$ cat config.mk
export PLATFORM = sky130hd
export DESIGN_NAME = stuwc_cfg_regs
export DESIGN_NICKNAME = d
export VERILOG_FILES = /design/src/logic/stuwc_pkg.sv /design/src/logic/stuwc_wdog_timer.sv /design/src/logic/stuwc_cfg_regs.sv
export SDC_FILE = /design/constraint.sdc
export NUM_CORES = 1
export LEC_CHECK = 0
export ABC_AREA = 1
export ABC_CLOCK_PERIOD_IN_PS = 13900
export BUFFER_PORTS_ARGS = -buffer_cell sky130_fd_sc_hd__buf_2
export CORE_MARGIN = 3
export CORE_UTILIZATION = 60
export DETAILED_ROUTE_END_ITERATION = 10
export PLACE_DENSITY = 0.82
export SLEW_MARGIN = 20
export SYNTH_ARGS = -nofsm -noshare
export SYNTH_HDL_FRONTEND = slang
export SYNTH_HIERARCHICAL = 1
export SYNTH_SLANG_ARGS = --single-unit
$ cat constraint.sdc
create_clock -name clk -period 13.9 [get_ports clk]
set_clock_uncertainty 0.2 [all_clocks]
set_input_delay 2.085 -clock clk [delete_from_list [all_inputs] [get_ports clk]]
set_output_delay 2.085 -clock clk [all_outputs]
set_load 0.01 [all_outputs]
$ cat src/logic/stuwc_pkg.sv
// constants for the short-threshold, serial-link config and link watchdog slice
package stuwc_pkg;

  localparam int unsigned REG_W          = 13;
  localparam int unsigned ADDR_W         = 8;
  localparam int unsigned THR_W          = 3;
  localparam int unsigned SEL_W          = 4;
  localparam int unsigned CID_W          = 6;
  localparam int unsigned SW_N           = 12;
  localparam int unsigned TICKS_W        = 16;

  // ----------------------------------------------------------------------
  // register offsets and reset values
  // ----------------------------------------------------------------------
  localparam logic [7:0]  OFF_SHORT_LO   = 8'h05;
  localparam logic [7:0]  OFF_SHORT_HI   = 8'h06;
  localparam logic [7:0]  OFF_SERIAL     = 8'h07;
  localparam logic [12:0] RST_SHORT      = 13'h0000;
  localparam logic [5:0]  RST_CID        = 6'h01;
  localparam logic [3:0]  RST_SEL        = 4'h0;

  // ----------------------------------------------------------------------
  // field positions
  // ----------------------------------------------------------------------
  localparam int unsigned THR_LSB_A      = 0;
  localparam int unsigned THR_LSB_B      = 3;
  localparam int unsigned THR_LSB_C      = 6;
  localparam int unsigned THR_LSB_D      = 9;
  localparam int unsigned SEL_LSB        = 6;
  localparam int unsigned CID_LSB        = 0;
  localparam logic [12:0] SHORT_MASK     = 13'h0fff;

  // ----------------------------------------------------------------------
  // timing: watchdog counts in ticks of a fixed base time
  // ----------------------------------------------------------------------
  localparam int unsigned CLK_HZ         = 10_000_000;
  localparam int unsigned TICK_US        = 100;
  localparam int unsigned TICK_CYCLES    = CLK_HZ / 1_000_000 * TICK_US;
  // durations in microseconds per select code, code 0 = disabled
  localparam int unsigned WDOG_US [16]   = '{0, 200, 500, 1000, 2000, 5000, 10000, 20000,
                                             50000, 100000, 200000, 500000, 1000000,
                                             2000000, 5000000, 5000000};

endpackage

$ cat src/logic/stuwc_wdog_timer.sv
// link inactivity timer: prescaler plus tick counter, one-cycle expiry pulse
`timescale 1ns/1ps
`default_nettype none
module stuwc_wdog_timer
  import stuwc_pkg::*;
#(
  parameter int unsigned TICK_LEN = TICK_CYCLES
) (
  input  wire logic               clk,
  input  wire logic               sys_rst,
  input  wire logic               restart,
  input  wire logic               run,
  input  wire logic [TICKS_W-1:0] limit,
  output logic                    expire
);

  logic [15:0]        pre_q;
  logic [15:0]        pre_d;
  logic [TICKS_W-1:0] ticks_q;
  logic [TICKS_W-1:0] ticks_d;
  logic               exp_q;
  logic               exp_d;
  logic               tick;

  always_comb begin
    tick    = (pre_q == 16'(TICK_LEN - 1));
    pre_d   = tick ? 16'h0000 : pre_q + 16'h0001;
    ticks_d = ticks_q;
    exp_d   = 1'b0;
    if (tick) begin
      if (ticks_q == limit - 16'h0001) begin
        ticks_d = 16'h0000;
        exp_d   = 1'b1;
      end else begin
        ticks_d = ticks_q + 16'h0001;
      end
    end
    // a stopped or restarted timer holds at zero so the full span is measured
    if (restart || !run) begin
      pre_d   = 16'h0000;
      ticks_d = 16'h0000;
      exp_d   = 1'b0;
    end
  end

  always_ff @(posedge clk) begin
    if (sys_rst) begin
      pre_q   <= 16'h0000;
      ticks_q <= 16'h0000;
      exp_q   <= 1'b0;
    end else begin
      pre_q   <= pre_d;
      ticks_q <= ticks_d;
      exp_q   <= exp_d;
    end
  end

  assign expire = exp_q;

endmodule
`default_nettype wire

$ cat src/logic/stuwc_cfg_regs.sv
// short-threshold and serial-link config registers with link watchdog
`timescale 1ns/1ps
`default_nettype none
module stuwc_cfg_regs
  import stuwc_pkg::*;
#(
  parameter int unsigned TICK_LEN = TICK_CYCLES
) (
  input  wire logic              clk,
  input  wire logic              sys_rst,
  input  wire logic              reg_wr_en,
  input  wire logic              reg_rd_en,
  input  wire logic [ADDR_W-1:0] reg_addr,
  input  wire logic [REG_W-1:0]  reg_wdata,
  output logic      [REG_W-1:0]  reg_rdata_q,
  input  wire logic              cmd_valid,
  input  wire logic              cluster_req,
  input  wire logic [CID_W-1:0]  cluster_ident_rx,
  output logic                   cluster_accept_q,
  input  wire logic [SW_N-1:0]   timeout_switch_pattern,
  input  wire logic [SW_N-1:0]   normal_switch_state,
  output logic      [SW_N-1:0]   switch_drive_q,
  output logic                   fault_output_q,
  output logic                   link_timeout_status_q,
  output logic      [THR_W-1:0]  short_threshold_sw5,
  output logic      [THR_W-1:0]  short_threshold_sw6,
  output logic      [THR_W-1:0]  short_threshold_sw7,
  output logic      [THR_W-1:0]  short_threshold_sw8,
  output logic      [THR_W-1:0]  short_threshold_sw9,
  output logic      [THR_W-1:0]  short_threshold_sw10,
  output logic      [THR_W-1:0]  short_threshold_sw11,
  output logic      [THR_W-1:0]  short_threshold_sw12
);

  // ----------------------------------------------------------------------
  // register file
  // ----------------------------------------------------------------------
  logic [REG_W-1:0] short_lo_q;
  logic [REG_W-1:0] short_lo_d;
  logic [REG_W-1:0] short_hi_q;
  logic [REG_W-1:0] short_hi_d;
  logic [SEL_W-1:0] sel_q;
  logic [SEL_W-1:0] sel_d;
  logic [CID_W-1:0] cid_q;
  logic [CID_W-1:0] cid_d;
  logic [REG_W-1:0] rdata_d;
  logic             wr_lo;
  logic             wr_hi;
  logic             wr_serial;

  always_comb begin
    wr_lo      = reg_wr_en && (reg_addr == OFF_SHORT_LO);
    wr_hi      = reg_wr_en && (reg_addr == OFF_SHORT_HI);
    wr_serial  = reg_wr_en && (reg_addr == OFF_SERIAL);
    short_lo_d = wr_lo ? (reg_wdata & SHORT_MASK) : short_lo_q;
    short_hi_d = wr_hi ? (reg_wdata & SHORT_MASK) : short_hi_q;
    sel_d      = wr_serial ? reg_wdata[SEL_LSB +: SEL_W] : sel_q;
    cid_d      = wr_serial ? reg_wdata[CID_LSB +: CID_W] : cid_q;
    rdata_d    = reg_rdata_q;
    if (reg_rd_en) begin
      case (reg_addr)
        OFF_SHORT_LO: rdata_d = short_lo_q;
        OFF_SHORT_HI: rdata_d = short_hi_q;
        OFF_SERIAL:   rdata_d = {3'h0, sel_q, cid_q};
        default:      rdata_d = 13'h0000;
      endcase
    end
  end

  always_ff @(posedge clk) begin
    if (sys_rst) begin
      short_lo_q  <= RST_SHORT;
      short_hi_q  <= RST_SHORT;
      sel_q       <= RST_SEL;
      cid_q       <= RST_CID;
      reg_rdata_q <= 13'h0000;
    end else begin
      short_lo_q  <= short_lo_d;
      short_hi_q  <= short_hi_d;
      sel_q       <= sel_d;
      cid_q       <= cid_d;
      reg_rdata_q <= rdata_d;
    end
  end

  // codes pass straight to the comparators; the voltage decode lives there
  assign short_threshold_sw5  = short_lo_q[THR_LSB_A +: THR_W];
  assign short_threshold_sw6  = short_lo_q[THR_LSB_B +: THR_W];
  assign short_threshold_sw7  = short_lo_q[THR_LSB_C +: THR_W];
  assign short_threshold_sw8  = short_lo_q[THR_LSB_D +: THR_W];
  assign short_threshold_sw9  = short_hi_q[THR_LSB_A +: THR_W];
  assign short_threshold_sw10 = short_hi_q[THR_LSB_B +: THR_W];
  assign short_threshold_sw11 = short_hi_q[THR_LSB_C +: THR_W];
  assign short_threshold_sw12 = short_hi_q[THR_LSB_D +: THR_W];

  // ----------------------------------------------------------------------
  // link watchdog
  // ----------------------------------------------------------------------
  logic               wd_restart;
  logic               wd_expire;
  logic [TICKS_W-1:0] wd_limit;

  always_comb begin
    wd_restart = cmd_valid || wr_serial;
    wd_limit   = TICKS_W'(WDOG_US[sel_q] / TICK_US);
  end

  stuwc_wdog_timer #(
    .TICK_LEN (TICK_LEN)
  ) u_wdog (
    .clk     (clk),
    .sys_rst (sys_rst),
    .restart (wd_restart),
    .run     (sel_q != 4'h0),
    .limit   (wd_limit),
    .expire  (wd_expire)
  );

  // ----------------------------------------------------------------------
  // status, fault pin, switch override, cluster match
  // ----------------------------------------------------------------------
  logic            status_d;
  logic            fault_d;
  logic            accept_d;
  logic [SW_N-1:0] drive_d;

  always_comb begin
    // a new valid command ends the timeout; an expiry in that cycle still wins
    status_d = (link_timeout_status_q && !cmd_valid) || wd_expire;
    fault_d  = link_timeout_status_q;
    drive_d  = link_timeout_status_q ? timeout_switch_pattern : normal_switch_state;
    accept_d = cluster_req && (cluster_ident_rx == cid_q);
  end

  always_ff @(posedge clk) begin
    if (sys_rst) begin
      link_timeout_status_q <= 1'b0;
      fault_output_q        <= 1'b0;
      switch_drive_q        <= 12'h000;
      cluster_accept_q      <= 1'b0;
    end else begin
      link_timeout_status_q <= status_d;
      fault_output_q        <= fault_d;
      switch_drive_q        <= drive_d;
      cluster_accept_q      <= accept_d;
    end
  end
endmodule
`default_nettype wire

* Yosys cells after proc, flatten, opt, wreduce, memory -nomap -nowiden *
Memory sizes are Yosys's and may differ from the RTL's.
Index checks and enable logic that the tools add are counted.

storage, ports and cells
  register bits after elaboration = 95
  ROM bits = 512
  input bits = 57
  output and inout port bits = 52
  word-level logic and storage cells = 46
  memories = 1

memories
  name             depth  bits a word  read ports  clocked after memory_dff  wr ports  line                   RTL
  (no name shown)  16     32           1           0                         0         stuwc_cfg_regs.sv:105  wd_limit = TICKS_W'(WDOG_US[sel_q] / TICK_US);

cells by class
  $add $sub $neg = 3
  div/mod/pow operators = 1
  order comparisons = 1
  equal/unequal tests = 6
  mux-type cells = 6
  bitwise operators = 2
  reduce and logical (&&, ||, !) cells = 14

operators by type and width
  kind                                                      count
  two-way mux 32 bit                                        2
  one-hot mux 12 bit (3 select lines)                       1
  adder 16 x 1 -> 16 bit, second input constant             2
  divider 32 x 7 -> 32 bit, second input constant           1
  == test 8 x 3 -> 1 bit, second input constant             3
  == test 16 x 10 -> 1 bit, second input constant           1
  == test 16 bit                                            1
  two-way mux 16 bit                                        1
  subtractor 16 x 1 -> 16 bit, second input constant        1
  two-way mux 12 bit                                        1
  == test 6 bit                                             1
  OR reduction 3 bit                                        2
  greater-or-equal comparator 5 bit, second input constant  1
  logical AND 1 bit                                         5
  inverter 4 -> 5 bit                                       1
  nonzero test 4 bit                                        1
  logical OR 1 bit                                          3
  zero test 1 bit                                           2
  OR reduction 2 bit                                        1
  two-way mux 1 bit                                         1
  inverter 1 bit                                            1

* Logic depth before layout (Yosys ltp) *
Gate-level depths: netlist of run 1.

  depth in word-level cells = 8
  depth in mapped cells = 101
  mapped depth without buffers = 100

* Modules after synthesis *
Netlist of run 1, hierarchy kept.

by module, submodules not included
  module            instances  cells an instance  area an instance (um^2)  seq. area each (um^2)
  stuwc_cfg_regs    1          1003               5955.7                   1221.2
  stuwc_wdog_timer  1          420                2517.4                   660.6

* Worst setup path before layout of run 1 *
OpenSTA, ideal clock, no wires.

  path type = reg2reg
  start = register sel_q[1]
  end = register u_wdog.ticks_q[5]
  setup time = 0.108 ns
  data arrival time = 9.052 ns
  required time = 13.592 ns
  slack = 4.539 ns
  cell stages (with the launch flop) = 88
  path buffers = 2
  clock period less this slack = 9.361 ns
  cell sequence = dfxtp_1 > inv_1 > ha_1 > nand2_1 > nand2_1 > o21ai_1 > nand2_1 > inv_2 > nand2_1 > nor2_2 > nand2_1 > nand2_2 > nand2_2 > nand2_2 > nand2_2 > nand2_8 > inv_4 > buf_6 > (+52 left out) > nor2_1 > nand2_2 > nand2_2 > nand3_1 > nand2_1 > nand2_1 > inv_1 > ha_1 > nand2_1 > nor2_2 > nand2_1 > xor2_1 > nand2_1 > nor2_2 > nand4_2 > buf_6 > nand2_1 > inv_2

between the ends
  cells in the longest elaborated chain, start to end = 8
  elaborated cells on any way between the ends = 12
  those cells by class = add/sub (1); div (1); eq/ne (1); mux (3); bitwise (1); reduce/logical (4); memory (1)

RTL lines
  what                                                   line                    RTL
  start, declared                                        stuwc_cfg_regs.sv:42    logic [SEL_W-1:0] sel_q;
  start signal, assigned                                 stuwc_cfg_regs.sv:80    sel_q <= sel_d;
  inverter 4 -> 5 bit (implied by the code)              stuwc_cfg_regs.sv:105
  memory (16 x 32 bit)                                   -
  two-way mux 32 bit (implied by the code) (2 in a row)  stuwc_cfg_regs.sv:105
  divider 32 x 7 -> 32 bit                               stuwc_cfg_regs.sv:105
  via wd_limit[12]                                       stuwc_cfg_regs.sv:101   logic [TICKS_W-1:0] wd_limit;
  subtractor 16 x 1 -> 16 bit                            stuwc_wdog_timer.sv:31  if (ticks_q == limit - 16'h0001) begin
  == test 16 bit                                         stuwc_wdog_timer.sv:31
  two-way mux 16 bit                                     stuwc_wdog_timer.sv:31
  end signal, assigned                                   stuwc_wdog_timer.sv:53  ticks_q <= ticks_d;
  end, declared                                          stuwc_wdog_timer.sv:19  logic [TICKS_W-1:0] ticks_q;

The timed path passes the listed nets, and every way through them passes these cells. The select of a mux whose other input is x is not followed.
A chain may end at the register's enable or synchronous reset.

* Worst setup path after layout of run 1 *
  start = register sel_q[1]
  end = register u_wdog.ticks_q[13]

The elaborated chain is that of the path after synthesis.

==> flow_summary.toml, run 1 <==
[status]
status = "finished, final reports clean"

[placement]
hpwl_mm = 16.6
dp.cells = 1677
dp_worst_setup_slack_ns = 2.35
gp_congestion = 0.964
io_buffers = 106

[setup_path]
cp.arrival_ns = 11.66
cp.required_ns = 13.92
criticalPathCategory = "reg -> reg"
cpMostUsedCell = "nand2_1"
cpLargestDelayFamily = "simple AND/OR/NAND/NOR gates"
critPathMaxFanout = 12
slowest_delay_ns = 0.52
worstSetupEndpointType = "flip-flop"
cp_num_buf_inv = 5
worst_path_max_delay_cell = "dfxtp_1"
reg2reg_from = "sel_q[1]$_SDFFE_PP0P_"
cp-startpoint = "sel_q[1]$_SDFFE_PP0P_"
worstSetupStartpointType = "flip-flop"

[floorplan]
die_w_um = 125
die_h_um = 125
dieArea_sq_um = 15600
initial_core_util_pct = 62.7
coreArea_sq_um = 13500
ios = 109
rows = 42

[yosys]
synth.ff_latch_count = 94
synth-seq-area-share_pct = 22.2
synth_cell_type_count = 52
synth.yosys.warnings = 6
synth_top_area_share_pct = 22.2
ys_async_sr_fraction_pct = 0
synthFlopType = "dfxtp_1"
yosysMostFrequentCell = "nand2_1"
synth_top_area_cell = "dfxtp_1"
synth_common_cells = "nand2_1 (417), inv_1 (175), nor2_1 (160)"
syn_area_sq_um = 8470
synth_fp_nets = 1493
netlist_top_cells_area = "dfxtp_1 (22%), nand2_1 (18%), nand3_1 (8.0%), inv_1 (7.8%), nor2_1 (7.1%)"
synth_edf_count = 0
synth_cells = 1423
synth_area_per_cell_sq_um = 5.95

[clock_network]
cts.repair.resized = 0
hold_buffers = 0
cts.sinks = 94
cts_tree = "done"
cts-root-buf = "clkbuf_16"
cts_setup_buffers = 0
cts_made_buffers = 9
clockBufferDepth = 2
cts.clk_slew.worst_paths_ns = 0.06
clk_latency_ns = 0.34
htreeDepth = 3

[timing]
fin_crit_sh_pct = 83.7
rsz0062_at_grt = "false"
finalHoldViolCount = 0
setup_ws_ns = 2.26
drv_slew = 0
setup_viol_count_final = 0
max_freq_ghz = 0.0859
worst_pin_slew_ns = 1.08
slew_headroom_pct = 27.2
finalCriticalPeriod_ns = 11.64
tns_ns = 0

[pwr]
ir_drop_v = 0.000104
p_leak_nw = 4.94
powerDensity_nw_per_um2 = 62.8

[drt]
drt_iter0_drc = 592
vias = 8947
viasPerCell = 5.28
wire_per_inst_um = 12.3
routed_wl_mm = 20.8
drc = 0
ant_nets = 0
drt_first_pass_iters = 5

[global_routing]
grt_pass1_vias = 8092
grt_antenna_before_repair = 0
overflow = 0
grt_pass1_wl_mm = 35.8
grt_max_degree = 38
grtUsageTotal_pct = 26.3

[final_layout]
final_cells = 1693
area_growth_pct = 11.1
fin_nets = 1582
postLayoutCoreUtil_pct = 69.7
layout-drive-gt1-share_pct = 18.2
diodes = 0

[hold_path]
min-delay-start = "u_wdog/expire$_SDFF_PP0_"
min_path_type = "reg -> reg"

[job]
max_cap_viol_count = 0
worst reg2reg max path, delay by kind of cell, from the launching register on:
family / cells / cell delay (ns)
flip-flops: 1 / 0.52
AND/OR/NAND/NOR: 75 / 8.76
adder cells (fa/ha/maj): 2 / 0.54
AO/OA/AOI/OAI: 2 / 0.55
XOR/XNOR: 1 / 0.17
buffers and inverters: 5 / 0.77
logic make-up after synthesis:
logic type	Yosys count	synth area share, %
flops	94	22.2
other cells	1	0.0443
buf+inv	241	11.3
compound gates	159	10.6
xor+xnor	40	4.13
fa+ha+maj	13	1.92
simple gates	875	49.8
stage by stage:
stage | hold WS [ns] | instance area (sq um) | power, W
detailed placement | 0.241 | 9080 | 0.000328
finish | 0.247 | 9410 | 0.000591
global route | 0.278 | 9410 | 0.000609
floorplan | 0.213 | 8470 | 0.000311
global placement | 0.226 | 9080 | 0.000327
CTS | 0.252 | 9410 | 0.000593
cells in the final DEF (no fill, tap or decap), types with 9 or more instances in the layout:
cell | netlist | final
a21oi_1 | 68 | 68
buf_2 | 4 | 106
clkbuf_16 | 0 | 9
dfxtp_1 | 94 | 94
ha_1 | 13 | 13
inv_1 | 175 | 175
inv_2 | 32 | 32
nand2_1 | 417 | 417
nand2_2 | 40 | 40
nand2_4 | 11 | 11
nand3_1 | 135 | 135
nand3_2 | 10 | 10
nand4_1 | 23 | 23
nor2_1 | 160 | 160
nor2_2 | 17 | 17
nor2_4 | 10 | 10
nor3_1 | 16 | 16
o21ai_0 | 48 | 48
o21ai_1 | 14 | 14
o221ai_1 | 11 | 11
xor2_1 | 34 | 34
per-layer routing:
metal | part of all wire [%] | global-route usage [%]
met5 | 0 | 0
met4 | 1.3 | 6.44
met3 | 6.4 | 4.12
met2 | 48 | 46.5
met1 | 44 | 33.4
power breakdown:
part	total [W]	internal (W)	leakage [nW]	switching (W)
registers	0.000272	0.000271	0.760	0.000000655
logic	0.0000504	0.0000188	4.01	0.0000316
clock network	0.000268	0.000167	0.162	0.000101
path summary, 6_finish.rpt:
kind	cells after the start	slack, ns	to
max reg2reg	85	2.26	u_wdog/ticks_q[13]$_SDFFE_PP0N_
max	85	2.26	u_wdog/ticks_q[13]$_SDFFE_PP0N_
min reg2reg	2	0.25	link_timeout_status_q$_SDFF_PP0_
min	2	0.25	link_timeout_status_q$_SDFF_PP0_
state kept, by name, indices dropped and copies added (netlist names), 4 cells and up:
signal and flops:
u_wdog/ticks_q 16, sel_q 4, switch_drive_q 12, u_wdog/pre_q 16, reg_rdata_q 12, short_hi_q 12
cid_q 6, short_lo_q 12
area by class of cell:
class / count / area [sq um]
Multi-Input combinational cell: 1088 / 5640
Fill cell: 1236 / 4100
Sequential cell: 94 / 1880
Inverter: 212 / 798
Timing Repair Buffer: 107 / 538
Clock buffer: 11 / 253
Tap cell: 176 / 220
Clock inverter: 5 / 81.3
Note: power is estimated with default switching activity, not from simulation.
==> run 2, diff against run 1 <==
- ABC_CLOCK_PERIOD_IN_PS: 13900 -> 11500
- clock period: 13.9 -> 11.5 ns (I/O delays scaled with it)
==> flow_summary.toml, run 2 (synthesis gave the netlist of run 1 again) <==
[hold_path]
hold_end = "u_wdog/pre_q[0]$_SDFF_PP0_"
min_path_cells = 1
min_path_type = "reg -> reg"
min-delay-start = "u_wdog/pre_q[0]$_SDFF_PP0_"

[placement]
gp_congestion = 0.941
dpl-instance-area_sq_um = 9110
hpwl_mm = 16.7
dp.cells = 1681
io_buffers = 106

[clock_network]
clockBufferDepth = 2
htreeDepth = 3
cts.clk_slew.worst_paths_ns = 0.06
cts-root-buf = "clkbuf_16"
cts_made_buffers = 9
cts_tree = "done"
clk_latency_ns = 0.33
cts.sinks = 94

[global_routing]
grt_pass1_vias = 8158
grt_antenna_before_repair = 0
overflow = 0
grtUsageTotal_pct = 26.4
grt_max_degree = 38
grt_pass1_wl_mm = 36.0

[setup_path]
criticalPathCategory = "reg -> reg"
worst_path_max_delay_cell = "dfxtp_4"
cp.arrival_ns = 10.71
cp.required_ns = 11.53
cpMostUsedCell = "nand2_1"
slowest_delay_ns = 0.40
critPathMaxFanout = 11
cp_num_buf_inv = 8
r2r_slack_ns = 0.81
r2r-end = "u_wdog/ticks_q[9]$_SDFFE_PP0N_"
cpLargestDelayFamily = "simple AND/OR/NAND/NOR gates"
reg2reg_from = "sel_q[0]$_SDFFE_PP0P_"
worstSetupEndpointType = "flip-flop"
reg2reg_depth = 90
worstSetupStartpointType = "flip-flop"

[final_layout]
diodes = 0
top_regs = "u_wdog/pre_q x16, u_wdog/ticks_q x16"
final_cell_mix = "nand2_1 (414), inv_1 (171), nor2_1 (151), nand3_1 (132), buf_2 (106)"
layout-drive-gt1-share_pct = 20.5
postLayoutCoreUtil_pct = 71.5
fin_nets = 1599
fillCellCount = 1204
final_cells = 1708
area_growth_pct = 14.0
layout.cells.most_common = "nand2_1"
finalInstanceArea_sq_um = 9660

[drt]
viasPerCell = 5.38
drt_iter0_drc = 597
drt_first_pass_iters = 5
drc = 0
vias = 9186
routed_wl_mm = 21.7
wire_per_inst_um = 12.7
ant_nets = 0

[timing]
tns_ns = 0
drv_slew = 0
finalCriticalPeriod_ns = 10.69
finalHoldViolCount = 0
slew_headroom_pct = 36.3
fin_crit_sh_pct = 92.9
worst_pin_slew_ns = 0.955
max_freq_ghz = 0.0936
setup_viol_count_final = 0

[pwr]
ir_drop_v = 0.0000862
power_switching_w = 0.000154
p_leak_nw = 5.04
intPower_w = 0.000517
clkPwrFrac_pct = 41.6
sw_frac_of_total_pct = 23.0
combPwrFrac_pct = 9.4
power_w = 0.000671
p_seq_share_pct = 48.9
powerDensity_nw_per_um2 = 69.5

[floorplan]
dieArea_sq_um = 15600
die_h_um = 125
die_w_um = 125
coreArea_sq_um = 13500
initial_core_util_pct = 62.7
ios = 109
rows = 42

[job]
max_cap_viol_count = 0

[status]
status = "finished, final reports clean"
[run 2: cell count changes in the layout (fill, tap and decap cells not counted), sizes merged]
cell,delta
buf,+16
bufinv,-1
clkbuf,+1
clkinv,-1
inv,-1
nand4,+1
[run 2: worst max-delay path by stage]
stage | slack [ns] | startpoint | end | cells past startpoint
4_1_cts | 0.08 | sel_q[0]$_SDFFE_PP0P_ | u_wdog/ticks_q[9]$_SDFFE_PP0N_ | 87
5_1_grt | -0.25 | sel_q[0]$_SDFFE_PP0P_ | u_wdog/ticks_q[12]$_SDFFE_PP0N_ | 89
3_3_place_gp | 0.34 | sel_q[0]$_SDFFE_PP0P_ | u_wdog/ticks_q[13]$_SDFFE_PP0N_ | 87
6_report | 0.81 | sel_q[0]$_SDFFE_PP0P_ | u_wdog/ticks_q[9]$_SDFFE_PP0N_ | 90
2_1_floorplan | 2.14 | sel_q[1]$_SDFFE_PP0P_ | u_wdog/ticks_q[5]$_SDFFE_PP0N_ | 87
3_5_place_dp | 0.09 | sel_q[0]$_SDFFE_PP0P_ | u_wdog/ticks_q[9]$_SDFFE_PP0N_ | 87
[run 2: power groups by stage]
| stage | combinational (W) | sequential, W | clock [W] |
|---|---|---|---|
| after floorplan | 0.0000386 | 0.000337 | 0 |
| after global placement | 0.0000596 | 0.000336 | 0 |
| after detailed placement | 0.0000606 | 0.000336 | 0 |
| after CTS | 0.0000609 | 0.000329 | 0.000282 |
| after global routing | 0.0000714 | 0.000329 | 0.000295 |
| final | 0.0000632 | 0.000329 | 0.000280 |
[run 2: per-stage QoR]
step	setup WS [ns]	hold WS (ns)
after floorplan	2.14	0.213
after global routing	-0.248	0.284
final	0.815	0.249
after detailed placement	0.0900	0.239
after CTS	0.0781	0.254
after global placement	0.342	0.225
[run 2: repair_timing]
item | CTS | global route
setup endpoints to repair | 0 | 17
resized for setup | 0 | 44
hold buffers | 0 | 0
buffers inserted | 0 | 12
hold endpoints to repair | 0 | 0
[run 2: final cells by class]
class | instances | area (sq um) | share of cell area (%)
Multi-Input combinational cell | 1089 | 5800 | 60.1
Timing Repair Buffer | 123 | 671 | 6.94
Clock inverter | 2 | 35.0 | 0.363
Inverter | 212 | 807 | 8.36
Clock buffer | 12 | 236 | 2.45
Sequential cell | 94 | 1890 | 19.5
Tap cell | 176 | 220 | 2.28
[run 2: routing by layer]
layer	GRT usage, %	vias up	part of all wire [%]
met3	5.75	37	6.8
met5	0	-	0
met1	34.0	4120	44
met2	44.6	287	47
li1	-	4742	-
met4	7.40	0	1.7
